## config.mk

```make
export PLATFORM = sky130hd
export DESIGN_NAME = t0cp_timer
export DESIGN_NICKNAME = d
export VERILOG_FILES = /design/src/logic/t0cp_pkg.sv /design/src/logic/t0cp_presc_if.sv /design/src/logic/t0cp_prescaler.sv /design/src/logic/t0cp_timer.sv
export SDC_FILE = /design/constraint.sdc
export NUM_CORES = 1
export LEC_CHECK = 0
export ABC_AREA = 0
export BUFFER_PORTS_ARGS = -buffer_cell sky130_fd_sc_hd__buf_4
export CAP_MARGIN = 40
export CORE_ASPECT_RATIO = 1.2
export CORE_MARGIN = 5
export CORE_UTILIZATION = 25
export CTS_CLUSTER_DIAMETER = 200
export CTS_CLUSTER_SIZE = 25
export DETAILED_ROUTE_END_ITERATION = 12
export PLACE_DENSITY_LB_ADDON = 0.2
export SLEW_MARGIN = 20
export SYNTH_ARGS = -nofsm -noshare
export SYNTH_HDL_FRONTEND = slang
export SYNTH_HIERARCHICAL = 1
export SYNTH_SLANG_ARGS = --single-unit
export TNS_END_PERCENT = 5
```

## constraint.sdc

```tcl
create_clock -name ref_clk -period 10.8 [get_ports ref_clk]
set_input_delay 1.08 -clock ref_clk [delete_from_list [all_inputs] [get_ports ref_clk]]
set_output_delay 1.08 -clock ref_clk [all_outputs]
set_load 0.01 [all_outputs]
```

## src/logic/t0cp_pkg.sv

```systemverilog
// Package for the timer0 counter with shared prescaler.
// Assumes a 10 MHz ref_clk and four clocks per instruction cycle.
package t0cp_pkg;

    // Register offsets on the plain register port
    localparam logic [7:0] T0CP_ADDR_COUNT   = 8'h01;
    localparam logic [7:0] T0CP_ADDR_OPTION  = 8'h81;
    localparam logic [7:0] T0CP_ADDR_INTCTRL = 8'h0B;

    // Option configuration register fields
    localparam int T0CP_OPT_CLK_SRC   = 5;
    localparam int T0CP_OPT_EDGE_SEL  = 4;
    localparam int T0CP_OPT_PRE_ASGN  = 3;
    localparam int T0CP_OPT_RATIO_LSB = 0;
    localparam int T0CP_RATIO_W       = 3;

    // Interrupt control register fields
    localparam int T0CP_INT_IRQ_EN = 5;
    localparam int T0CP_INT_OVF    = 2;

    // Reset values
    localparam logic [7:0] T0CP_COUNT_RST   = 8'h00;
    localparam logic [7:0] T0CP_OPTION_RST  = 8'hFF;
    localparam logic [7:0] T0CP_INTCTRL_RST = 8'h00;
    localparam logic [7:0] T0CP_RDATA_NONE  = 8'h00;

    // Timing: instruction cycle derived from the clock period
    localparam int T0CP_CLK_PERIOD_NS = 100;
    localparam int T0CP_INSTR_NS      = 400;
    localparam int T0CP_CLK_PER_INSTR = T0CP_INSTR_NS / T0CP_CLK_PERIOD_NS;
    localparam int T0CP_WR_INHIBIT    = 2;

    localparam logic [7:0] T0CP_COUNT_MAX = 8'hFF;

endpackage : t0cp_pkg

```

## src/logic/t0cp_presc_if.sv

```systemverilog
// Interface between the timer core and the shared prescaler.
// Assumes one clock domain; all signals are synchronous to ref_clk.
`timescale 1ns/10ps
`default_nettype none
interface t0cp_presc_if;
    import t0cp_pkg::*;
    logic                    srcTick;
    logic                    forWatchdog;
    logic [T0CP_RATIO_W-1:0] ratio;
    logic                    clear;
    logic                    outTick;

    modport owner  (output srcTick, output forWatchdog, output ratio,
                    output clear, input outTick);
    modport scaler (input srcTick, input forWatchdog, input ratio,
                    input clear, output outTick);
endinterface : t0cp_presc_if
`default_nettype wire

```

## src/logic/t0cp_prescaler.sv

```systemverilog
// Shared 8-bit prescaler, assigned either to timer0 or to the watchdog.
// Assumes srcTick is a one-cycle enable already selected by the owner.
`timescale 1ns/10ps
`default_nettype none
module t0cp_prescaler
    import t0cp_pkg::*;
(
    input  wire logic ref_clk,
    input  wire logic reset,
    t0cp_presc_if.scaler pif
);
    logic [7:0] preCount_r;
    logic [7:0] preCount_nxt;
    wire  [7:0] ratioMask;
    wire        terminal;

    // Timer0 ratios run 1:2..1:256; watchdog ratios run 1:1..1:128
    assign ratioMask = pif.forWatchdog
                     ? 8'((9'h001 << pif.ratio) - 9'h001)
                     : 8'((9'h002 << pif.ratio) - 9'h001);
    assign terminal  = (preCount_r & ratioMask) == ratioMask;
    assign pif.outTick = pif.srcTick && terminal;

    // Count is internal only; software never reaches it
    assign preCount_nxt = pif.clear ? 8'h00
                        : pif.outTick ? 8'h00
                        : pif.srcTick ? preCount_r + 8'h01
                        : preCount_r;

    always_ff @(posedge ref_clk) begin
        if (reset) begin
            preCount_r <= 8'h00;
        end else begin
            preCount_r <= preCount_nxt;
        end
    end
endmodule : t0cp_prescaler
`default_nettype wire

```

## src/logic/t0cp_timer.sv

```systemverilog
// Timer0 core: 8-bit timer/counter, shared prescaler, overflow interrupt.
// Assumes a plain register port on ref_clk and an asynchronous count pin.
`timescale 1ns/10ps
`default_nettype none

// Contract
// - 8-bit count register, read/write any time
// - source select clear counts instruction cycles
// - source select set counts pin edges
// - edge select: clear rising, set falling
// - count write inhibits next two instruction cycles
// - wrap FFh to 00h sets overflow flag
// - irq enable bit masks overflow request
// - sleep stops counter, no overflow in sleep
// - prescaler serves timer or watchdog, never both
// - prescaler count hidden from software
module t0cp_timer
    import t0cp_pkg::*;
(
    input  wire logic       ref_clk,
    input  wire logic       reset,
    input  wire logic [7:0] regAddr,
    input  wire logic [7:0] regWrData,
    input  wire logic       regWrStrobe,
    input  wire logic       regRdStrobe,
    output logic      [7:0] regRdData,
    input  wire logic       extCountInput,
    input  wire logic       sleepMode,
    input  wire logic       watchdogTick,
    output logic            watchdogTimeout,
    output logic            irq,
    output logic            instrCycle
);
    logic [7:0] timer0Count_r;
    logic [7:0] timer0Count_nxt;
    logic [7:0] option_r;
    logic [7:0] option_nxt;
    logic [7:0] intCtrl_r;
    logic [7:0] intCtrl_nxt;
    logic [7:0] rdData_r;
    logic [1:0] phase_r;
    logic [1:0] inhibit_r;
    logic [1:0] inhibit_nxt;
    logic       pinMeta_r;
    logic       pinSync_r;
    logic       pinLast_r;
    logic       instrTick_r;

    t0cp_presc_if pif ();

    wire wrCount   = regWrStrobe && (regAddr == T0CP_ADDR_COUNT);
    wire wrOption  = regWrStrobe && (regAddr == T0CP_ADDR_OPTION);
    wire wrIntCtrl = regWrStrobe && (regAddr == T0CP_ADDR_INTCTRL);

    wire clockSourceSelect = option_r[T0CP_OPT_CLK_SRC];
    wire sourceEdgeSelect  = option_r[T0CP_OPT_EDGE_SEL];
    wire prescToWatchdog   = option_r[T0CP_OPT_PRE_ASGN];
    wire overflowIrqEnable = intCtrl_r[T0CP_INT_IRQ_EN];
    wire overflowFlag      = intCtrl_r[T0CP_INT_OVF];

    // Rising edge when edge select is clear, falling when set
    wire pinRise = pinSync_r && !pinLast_r;
    wire pinFall = !pinSync_r && pinLast_r;
    wire pinEdge = sourceEdgeSelect ? pinFall : pinRise;

    // Mode picks instruction cycles or pin edges
    wire rawTick = clockSourceSelect ? pinEdge : instrTick_r;

    // Only one owner feeds the prescaler at a time
    assign pif.forWatchdog = prescToWatchdog;
    assign pif.srcTick     = prescToWatchdog ? watchdogTick
                                             : (rawTick && !sleepMode);
    assign pif.ratio       = option_r[T0CP_OPT_RATIO_LSB +: T0CP_RATIO_W];
    // Rewriting the count or option restarts the prescaler phase
    assign pif.clear       = wrCount || wrOption;

    wire timerTick = prescToWatchdog ? rawTick : pif.outTick;
    assign watchdogTimeout = prescToWatchdog ? pif.outTick
                                             : watchdogTick;

    // Sleep freezes the count so no overflow can happen
    wire countEnable = timerTick && !sleepMode && (inhibit_r == 2'd0);
    wire wrapEvent   = countEnable && (timer0Count_r == T0CP_COUNT_MAX);

    t0cp_prescaler u_prescaler (
        .ref_clk (ref_clk),
        .reset   (reset),
        .pif     (pif.scaler)
    );

    // Software write wins over a same-cycle increment
    assign timer0Count_nxt = wrCount ? regWrData
                           : countEnable ? timer0Count_r + 8'h01
                           : timer0Count_r;

    // Two instruction cycles of inhibit after a count write
    assign inhibit_nxt = wrCount ? 2'(T0CP_WR_INHIBIT)
                       : (instrTick_r && inhibit_r != 2'd0)
                         ? inhibit_r - 2'd1
                       : inhibit_r;

    assign option_nxt = wrOption ? regWrData : option_r;

    // Flag is write-one-to-clear; a wrap in that cycle still sets it
    always_comb begin
        intCtrl_nxt = intCtrl_r;
        if (wrIntCtrl) begin
            intCtrl_nxt = regWrData;
            intCtrl_nxt[T0CP_INT_OVF] =
                overflowFlag && !regWrData[T0CP_INT_OVF];
        end
        if (wrapEvent) begin
            intCtrl_nxt[T0CP_INT_OVF] = 1'b1;
        end
    end

    // Request stands while flag and enable are both set
    assign irq = overflowFlag && overflowIrqEnable;

    wire [7:0] rdMux = (regAddr == T0CP_ADDR_COUNT)   ? timer0Count_r
                     : (regAddr == T0CP_ADDR_OPTION)  ? option_r
                     : (regAddr == T0CP_ADDR_INTCTRL) ? intCtrl_r
                     : T0CP_RDATA_NONE;
    assign regRdData  = rdData_r;
    assign instrCycle = instrTick_r;

    // Instruction-cycle enable from the clock divider
    always_ff @(posedge ref_clk) begin
        if (reset) begin
            phase_r     <= 2'd0;
            instrTick_r <= 1'b0;
        end else begin
            phase_r     <= (phase_r == 2'(T0CP_CLK_PER_INSTR - 1))
                         ? 2'd0 : phase_r + 2'd1;
            instrTick_r <= (phase_r == 2'(T0CP_CLK_PER_INSTR - 1));
        end
    end

    // Count pin crosses two flops before edge detection
    always_ff @(posedge ref_clk) begin
        if (reset) begin
            pinMeta_r <= 1'b0;
            pinSync_r <= 1'b0;
            pinLast_r <= 1'b0;
        end else begin
            pinMeta_r <= extCountInput;
            pinSync_r <= pinMeta_r;
            pinLast_r <= pinSync_r;
        end
    end

    always_ff @(posedge ref_clk) begin
        if (reset) begin
            timer0Count_r <= T0CP_COUNT_RST;
            option_r      <= T0CP_OPTION_RST;
            intCtrl_r     <= T0CP_INTCTRL_RST;
            inhibit_r     <= 2'd0;
            rdData_r      <= T0CP_RDATA_NONE;
        end else begin
            timer0Count_r <= timer0Count_nxt;
            option_r      <= option_nxt;
            intCtrl_r     <= intCtrl_nxt;
            inhibit_r     <= inhibit_nxt;
            rdData_r      <= regRdStrobe ? rdMux : T0CP_RDATA_NONE;
        end
    end
endmodule : t0cp_timer
`default_nettype wire

```

==> impl_metrics.json, run 1 <==
{
  "setup_violations": 0,
  "drv_cap": 0,
  "dominantRegCellSynth": "dfxtp_1",
  "grt_usage_pct": 12.1,
  "viasPerCell": 5.15,
  "ys_types": 63,
  "p_comb_share_pct": 6.8,
  "p_per_area_nw_per_um2": 129,
  "synth_edf_count": 0,
  "fin_skew_ns": 0.00911,
  "slowest_delay_ns": 0.54,
  "switching_share_pct": 22.0,
  "utilization_pct": 30.7,
  "crit_top_cell": "ha_1",
  "h-tree-depth": 2,
  "endpoint": "watchdogTimeout",
  "synth_area_um2": 2700,
  "die_x_um": 105,
  "area_delta_synth_final_pct": 19.9,
  "fmax_mhz": 205,
  "cp-start-kind": "flop",
  "drtIter0Drc": 95,
  "port_buffers": 33,
  "routabilityCongestion": 0.808,
  "p_switching_w": 0.0000918,
  "syn-mean-instance-area_um2": 8.83,
  "grt_overflow": 0,
  "ctsResizeCount": 0,
  "cts_tree": "done",
  "synth_seq_cells": 48,
  "clock_path_buffers": 2,
  "ir_worst_vdd_mv": 0.0598,
  "drv_slew": 0,
  "n_fill_cell": 1144,
  "async_flop_share_pct": 0,
  "rsz0062_at_grt": "false",
  "cts.sinks": 48,
  "synth_top_area_share_pct": 35.6,
  "timing.critical_path.from": "option_r[3]$_SDFFE_PP1P_",
  "crit_required_ns": 9.72,
  "cts_hold_buf": 0,
  "pwr-share-clk_pct": 49.6,
  "wl_per_cell_um": 16.7,
  "post_cts_buffers": 0,
  "core_area_um2": 10600,
  "critPathCaptureType": "output port",
  "p_seq_share_pct": 43.6,
  "hold_violations": 0,
  "vias": 2373,
  "synthTopCellsByArea": "dfxtp_1, mux2i_1, nand2_1",
  "path_depth": 11,
  "row_count": 41,
  "r2r-end": "timer0Count_r[6]$_SDFFE_PP0P_",
  "io_pins": 34,
  "clk_latency_ns": 0.30,
  "r2r-start": "option_r[3]$_SDFFE_PP1P_",
  "grt_pass1_vias": 2322,
  "cpMaxStageDelayCell": "dfxtp_1",
  "drive_above_1_share_pct": 18.4,
  "worstMarginPinSlew_ns": 0.717,
  "drc": 0,
  "intPower_w": 0.000325,
  "leakage_nw": 1.30,
  "hold_class": "flop to flop",
  "status": "finished clean",
  "whs_ns": 0.434,
  "post-synth-top-area-cell": "dfxtp_1",
  "arrival_ns": 3.81,
  "synth_fp_nets": 336,
  "slew_headroom_pct": 52.2,
  "start_util_pct": 25.6,
  "cp_max_fo": 11,
  "worstRegToRegCells": 13,
  "crit_buf_inv": 2,
  "grt_antenna_before_repair": 0,
  "clk_pin_slew_ns": 0.07,
  "dpl.hpwl_um": 5530,
  "total_power_w": 0.000417,
  "yosysWarnings": 6,
  "fin_tns_setup_ns": 0,
  "root_buffer": "clkbuf_16",
  "ys_seq_area_share_pct": 35.6,
  "cts_buffers": 5,
  "period_share_pct": 45.3,
  "first_pass_iters": 4,
  "fin_nets": 361,
  "crit_chain": "inv_1 > ha_1 > nand2_1 > ha_1 > or3b_1 > a32o_1 > or4_4 > a2111oi_4 > and2_1 > mux2_2 > buf_4",
  "grt_start_max_net_pins": 39,
  "ant_nets": 0,
  "reg2reg_slack_ns": 6.43,
  "n_antenna_cell": 0,
  "hp-start": "phase_r[0]$_SDFF_PP0_",
  "die_h_um": 124,
  "dieArea_um2": 13000,
  "postSynthCellCount": 306,
  "period_minus_slack_ns": 4.89,
  "drt_wl_total_um": 7700,
  "critical_path.top_delay_family": "simple AND/OR/NAND/NOR gates",
  "crit_type": "flop to output port",
  "grt_pass1_wl_um": 12500
}
## per-layer routing
| metal | vias up | wire (um) | GRT usage (%) |
|---|---|---|---|
| met5 | - | 0 | 0 |
| met4 | 0 | 143 | 4.16 |
| met2 | 40 | 3660 | 19.6 |
| met3 | 8 | 266 | 2.75 |
| li1 | 1189 | - | - |
| met1 | 1136 | 3630 | 15.8 |
## kinds of logic after synthesis
logic type               after synthesis  share of synthesized area (%)
buffers and inverters                 29                           4.35
flip-flops                            48                           35.6
multiplexers                          17                           6.39
AND/OR/NAND/NOR                      132                           28.4
XOR/XNOR                              11                           3.57
AO/OA/AOI/OAI                         62                           18.5
adder cells (fa/ha/maj)                7                           3.24
## synth_stat cells, drive strengths merged (2+ instances only)
master   instances
and3             5
xor2             4
dfxtp           48
a211o            3
a2111oi         11
buf              5
o21ai            5
and2             2
a31oi            2
mux2i           15
a32oi            7
nand2           30
inv             14
xnor2            7
or3              2
nand2b           5
clkbuf          10
nor2            24
nand3           11
mux2             2
nor3            10
o211ai           3
nor2b            8
ha               7
o2111ai          2
and4             3
nand4b           3
nor4             4
or2              8
a2111o           2
nand4            9
a21oi           12
## state kept, by name, indices dropped and copies added (netlist names)
signal,flops
intCtrl_r,8
option_r,8
regRdData,8
timer0Count_r,8
u_prescaler/preCount_r,8
inhibit_r,2
phase_r,2
instrCycle,1
pinLast_r,1
pinMeta_r,1
pinSync_r,1
## layout by cell type, fill, tap and decap left out, drive strengths merged, types with 4 or more instances in the layout
cell / count
nand2: 30
ha: 7
a21oi: 12
buf: 33
nor3: 10
nor4: 4
and3: 5
nand4: 9
a32oi: 7
clkbuf: 5
xor2: 4
xnor2: 7
or2: 8
inv: 15
o21ai: 5
nor2b: 8
nand2b: 5
a2111oi: 11
dfxtp: 48
nand3: 11
mux2i: 15
nor2: 24
## layout make-up
| class | count | area (um^2) | share of cell area [%] |
|---|---|---|---|
| Clock buffer | 5 | 125 | 3.86 |
| Clock inverter | 3 | 68.8 | 2.12 |
| Inverter | 14 | 52.6 | 1.62 |
| Multi-Input combinational cell | 229 | 1620 | 50.1 |
| Sequential cell | 48 | 961 | 29.7 |
| Tap cell | 129 | 161 | 4.98 |
| Timing Repair Buffer | 33 | 248 | 7.65 |
## power groups by stage
stage               clock (W)  sequential [W]  combinational [W]
floorplan                   0        0.000185          0.0000146
global placement            0        0.000186          0.0000280
detailed placement          0        0.000186          0.0000282
CTS                  0.000212        0.000182          0.0000284
global route         0.000219        0.000182          0.0000313
finish               0.000207        0.000182          0.0000281
## metrics by stage
step           instance area (um^2)  cells  setup WS (ns)
4_1_cts                        3240    461           5.90
2_1_floorplan                  2700    306           6.70
3_5_place_dp                   3050    453           6.25
5_1_grt                        3240    461           5.65
3_3_place_gp                   3050    453           6.32
6_report                       3240    461           5.91
## worst min path at each step
stage | endpoint | slack, ns | depth (start not counted)
after floorplan | phase_r[0]$_SDFF_PP0_ | 0.41 | 1
after global placement | phase_r[0]$_SDFF_PP0_ | 0.42 | 1
after detailed placement | phase_r[0]$_SDFF_PP0_ | 0.42 | 1
after CTS | phase_r[0]$_SDFF_PP0_ | 0.43 | 1
after global routing | phase_r[0]$_SDFF_PP0_ | 0.45 | 1
final | phase_r[0]$_SDFF_PP0_ | 0.43 | 1
Note: power is estimated with default switching activity, not from simulation.
==> run 2, diff against run 1 <==
clock period = 5 ns   (was 10.8 ns; I/O delays follow)
==> run 2 against run 1 <==
Total power rose by 91%. Sequential power up 120%. Global-route usage fell by 0.73 points. Count of clock-buffer cells in the layout up 2. Clock power increased by 65%. Clock skew down 0.0029 ns. Die area did not move. Critical path depth grew 2. Largest power group is now registers.
==> impl_metrics.json, run 2 (synthesis gave the netlist of run 1 again) <==
{
  "worstMarginPinSlew_ns": 0.685,
  "period_share_pct": 85.9,
  "core_area_um2": 10600,
  "drive_above_1_share_pct": 18.1,
  "reg2reg_slack_ns": 0.70,
  "r2r-start": "option_r[3]$_SDFFE_PP1P_",
  "endpoint": "timer0Count_r[6]$_SDFFE_PP0P_",
  "drc": 0,
  "arrival_ns": 4.47,
  "h-tree-depth": 2,
  "ctsResizeCount": 0,
  "cts_hold_buf": 0,
  "dpl.hpwl_um": 5410,
  "wl_per_cell_um": 15.6,
  "setup_violations": 0,
  "hold_violations": 0,
  "clock_path_buffers": 2,
  "first_pass_iters": 4,
  "grt_pass1_vias": 2230,
  "clk_latency_ns": 0.29,
  "cts.sinks": 48,
  "slew_headroom_pct": 54.1,
  "status": "finished clean",
  "io_pins": 34,
  "clk_pin_slew_ns": 0.06,
  "grt_start_max_net_pins": 39,
  "drtIter0Drc": 143,
  "hold_class": "primary input to flop",
  "dieArea_um2": 13000,
  "rsz0062_at_grt": "false",
  "most-common-layout-cells": "dfxtp_1, buf_4, nand2_1",
  "r2r-end": "timer0Count_r[6]$_SDFFE_PP0P_",
  "pre_cts_ws_ns": 0.695,
  "routabilityCongestion": 0.819,
  "fin_nets": 361,
  "total_power_w": 0.000795,
  "fmax_mhz": 233,
  "drv_cap": 0,
  "cts_buffers": 5,
  "n_antenna_cell": 0,
  "vias": 2384,
  "cts_tree": "done",
  "grt_usage_pct": 11.3,
  "fin_skew_ns": 0.00624,
  "fin_tns_setup_ns": 0,
  "row_count": 41,
  "fin_ws_ns": 0.704,
  "grt_antenna_before_repair": 0,
  "ir_worst_vdd_mv": 0.127,
  "ant_nets": 0,
  "critPathCaptureType": "flop",
  "period_minus_slack_ns": 4.30,
  "start_util_pct": 25.6,
  "grt_pass1_wl_um": 11800,
  "post_cts_buffers": 0,
  "grt_overflow": 0,
  "p_per_area_nw_per_um2": 249,
  "root_buffer": "clkbuf_16",
  "drv_slew": 0,
  "timing.critical_path.from": "option_r[3]$_SDFFE_PP1P_",
  "cp-start-kind": "flop",
  "final_common_cell": "dfxtp_1",
  "viasPerCell": 5.17,
  "leakage_nw": 1.27,
  "port_buffers": 33,
  "whs_ns": 0.419,
  "worstRegToRegCells": 13,
  "crit_type": "flop to flop",
  "crit_required_ns": 5.18,
  "area_delta_synth_final_pct": 18.3,
  "die_h_um": 124,
  "die_x_um": 105,
  "drt_wl_total_um": 7190,
  "cp_max_fo": 11
}
-- run 2: changes by cell type in the layout (fill, tap and decap cells not counted), sizes merged --
| cell | before | now |
|---|---|---|
| bufinv | 2 | 0 |
| clkbuf | 5 | 7 |
| clkinvlp | 0 | 1 |
| inv | 15 | 14 |
-- run 2: where the power goes --
group / switching (W) / leakage, nW / internal, W
sequential: 0.00000499 / 0.388 / 0.000388
clock: 0.000143 / 0.0701 / 0.000199
combinational: 0.0000339 / 0.814 / 0.0000259
-- run 2: stage by stage --
| stage | cell area [um^2] | cells | utilization (%) |
|---|---|---|---|
| floorplan | 2700 | 306 | - |
| global placement | 3050 | 453 | 28.8 |
| detailed placement | 3050 | 453 | 28.8 |
| CTS | 3200 | 461 | 30.2 |
| global route | 3200 | 461 | 30.2 |
| finish | 3200 | 461 | 30.2 |
-- run 2: worst max-delay path, stage by stage (launching register included) --
cell and delay [ns]:
dfxtp_1 0.54, inv_1 0.09, ha_1 0.39, nand2_1 0.09, ha_1 0.29, or3b_1 0.40, a32o_1 0.21, or4_4 0.42
a2111oi_4 0.54, and2_1 0.25, nor2_1 0.10, nor4_1 0.45, nand2_1 0.10, a221o_1 0.31
-- run 2: routing by layer --
layer	global-route usage, %	up-vias	share of wire (%)
met5	0	-	0
met4	5.52	0	3.5
met3	2.33	13	4.9
met2	17.9	71	45
met1	14.7	1107	47
li1	-	1193	-
-- run 2: worst min-delay path by stage --
| stage | startpoint | to | slack [ns] | depth (start not counted) |
|---|---|---|---|---|
| 6_report | extCountInput | pinMeta_r$_SDFF_PP0_ | 0.42 | 2 |
| 2_1_floorplan | phase_r[0]$_SDFF_PP0_ | phase_r[0]$_SDFF_PP0_ | 0.41 | 1 |
| 3_5_place_dp | phase_r[0]$_SDFF_PP0_ | phase_r[0]$_SDFF_PP0_ | 0.43 | 1 |
| 4_1_cts | extCountInput | pinMeta_r$_SDFF_PP0_ | 0.42 | 2 |
| 3_3_place_gp | phase_r[0]$_SDFF_PP0_ | phase_r[0]$_SDFF_PP0_ | 0.42 | 1 |
| 5_1_grt | extCountInput | pinMeta_r$_SDFF_PP0_ | 0.43 | 2 |
-- run 2: area by class of cell --
type,count,area [um^2]
fillers,1117,7370
multi-input cells,229,1620
flip-flops and latches,48,961
repair buffers,33,248
well taps,129,161
clock buffers,7,143
inverters,14,52.6
clock inverters,1,7.51
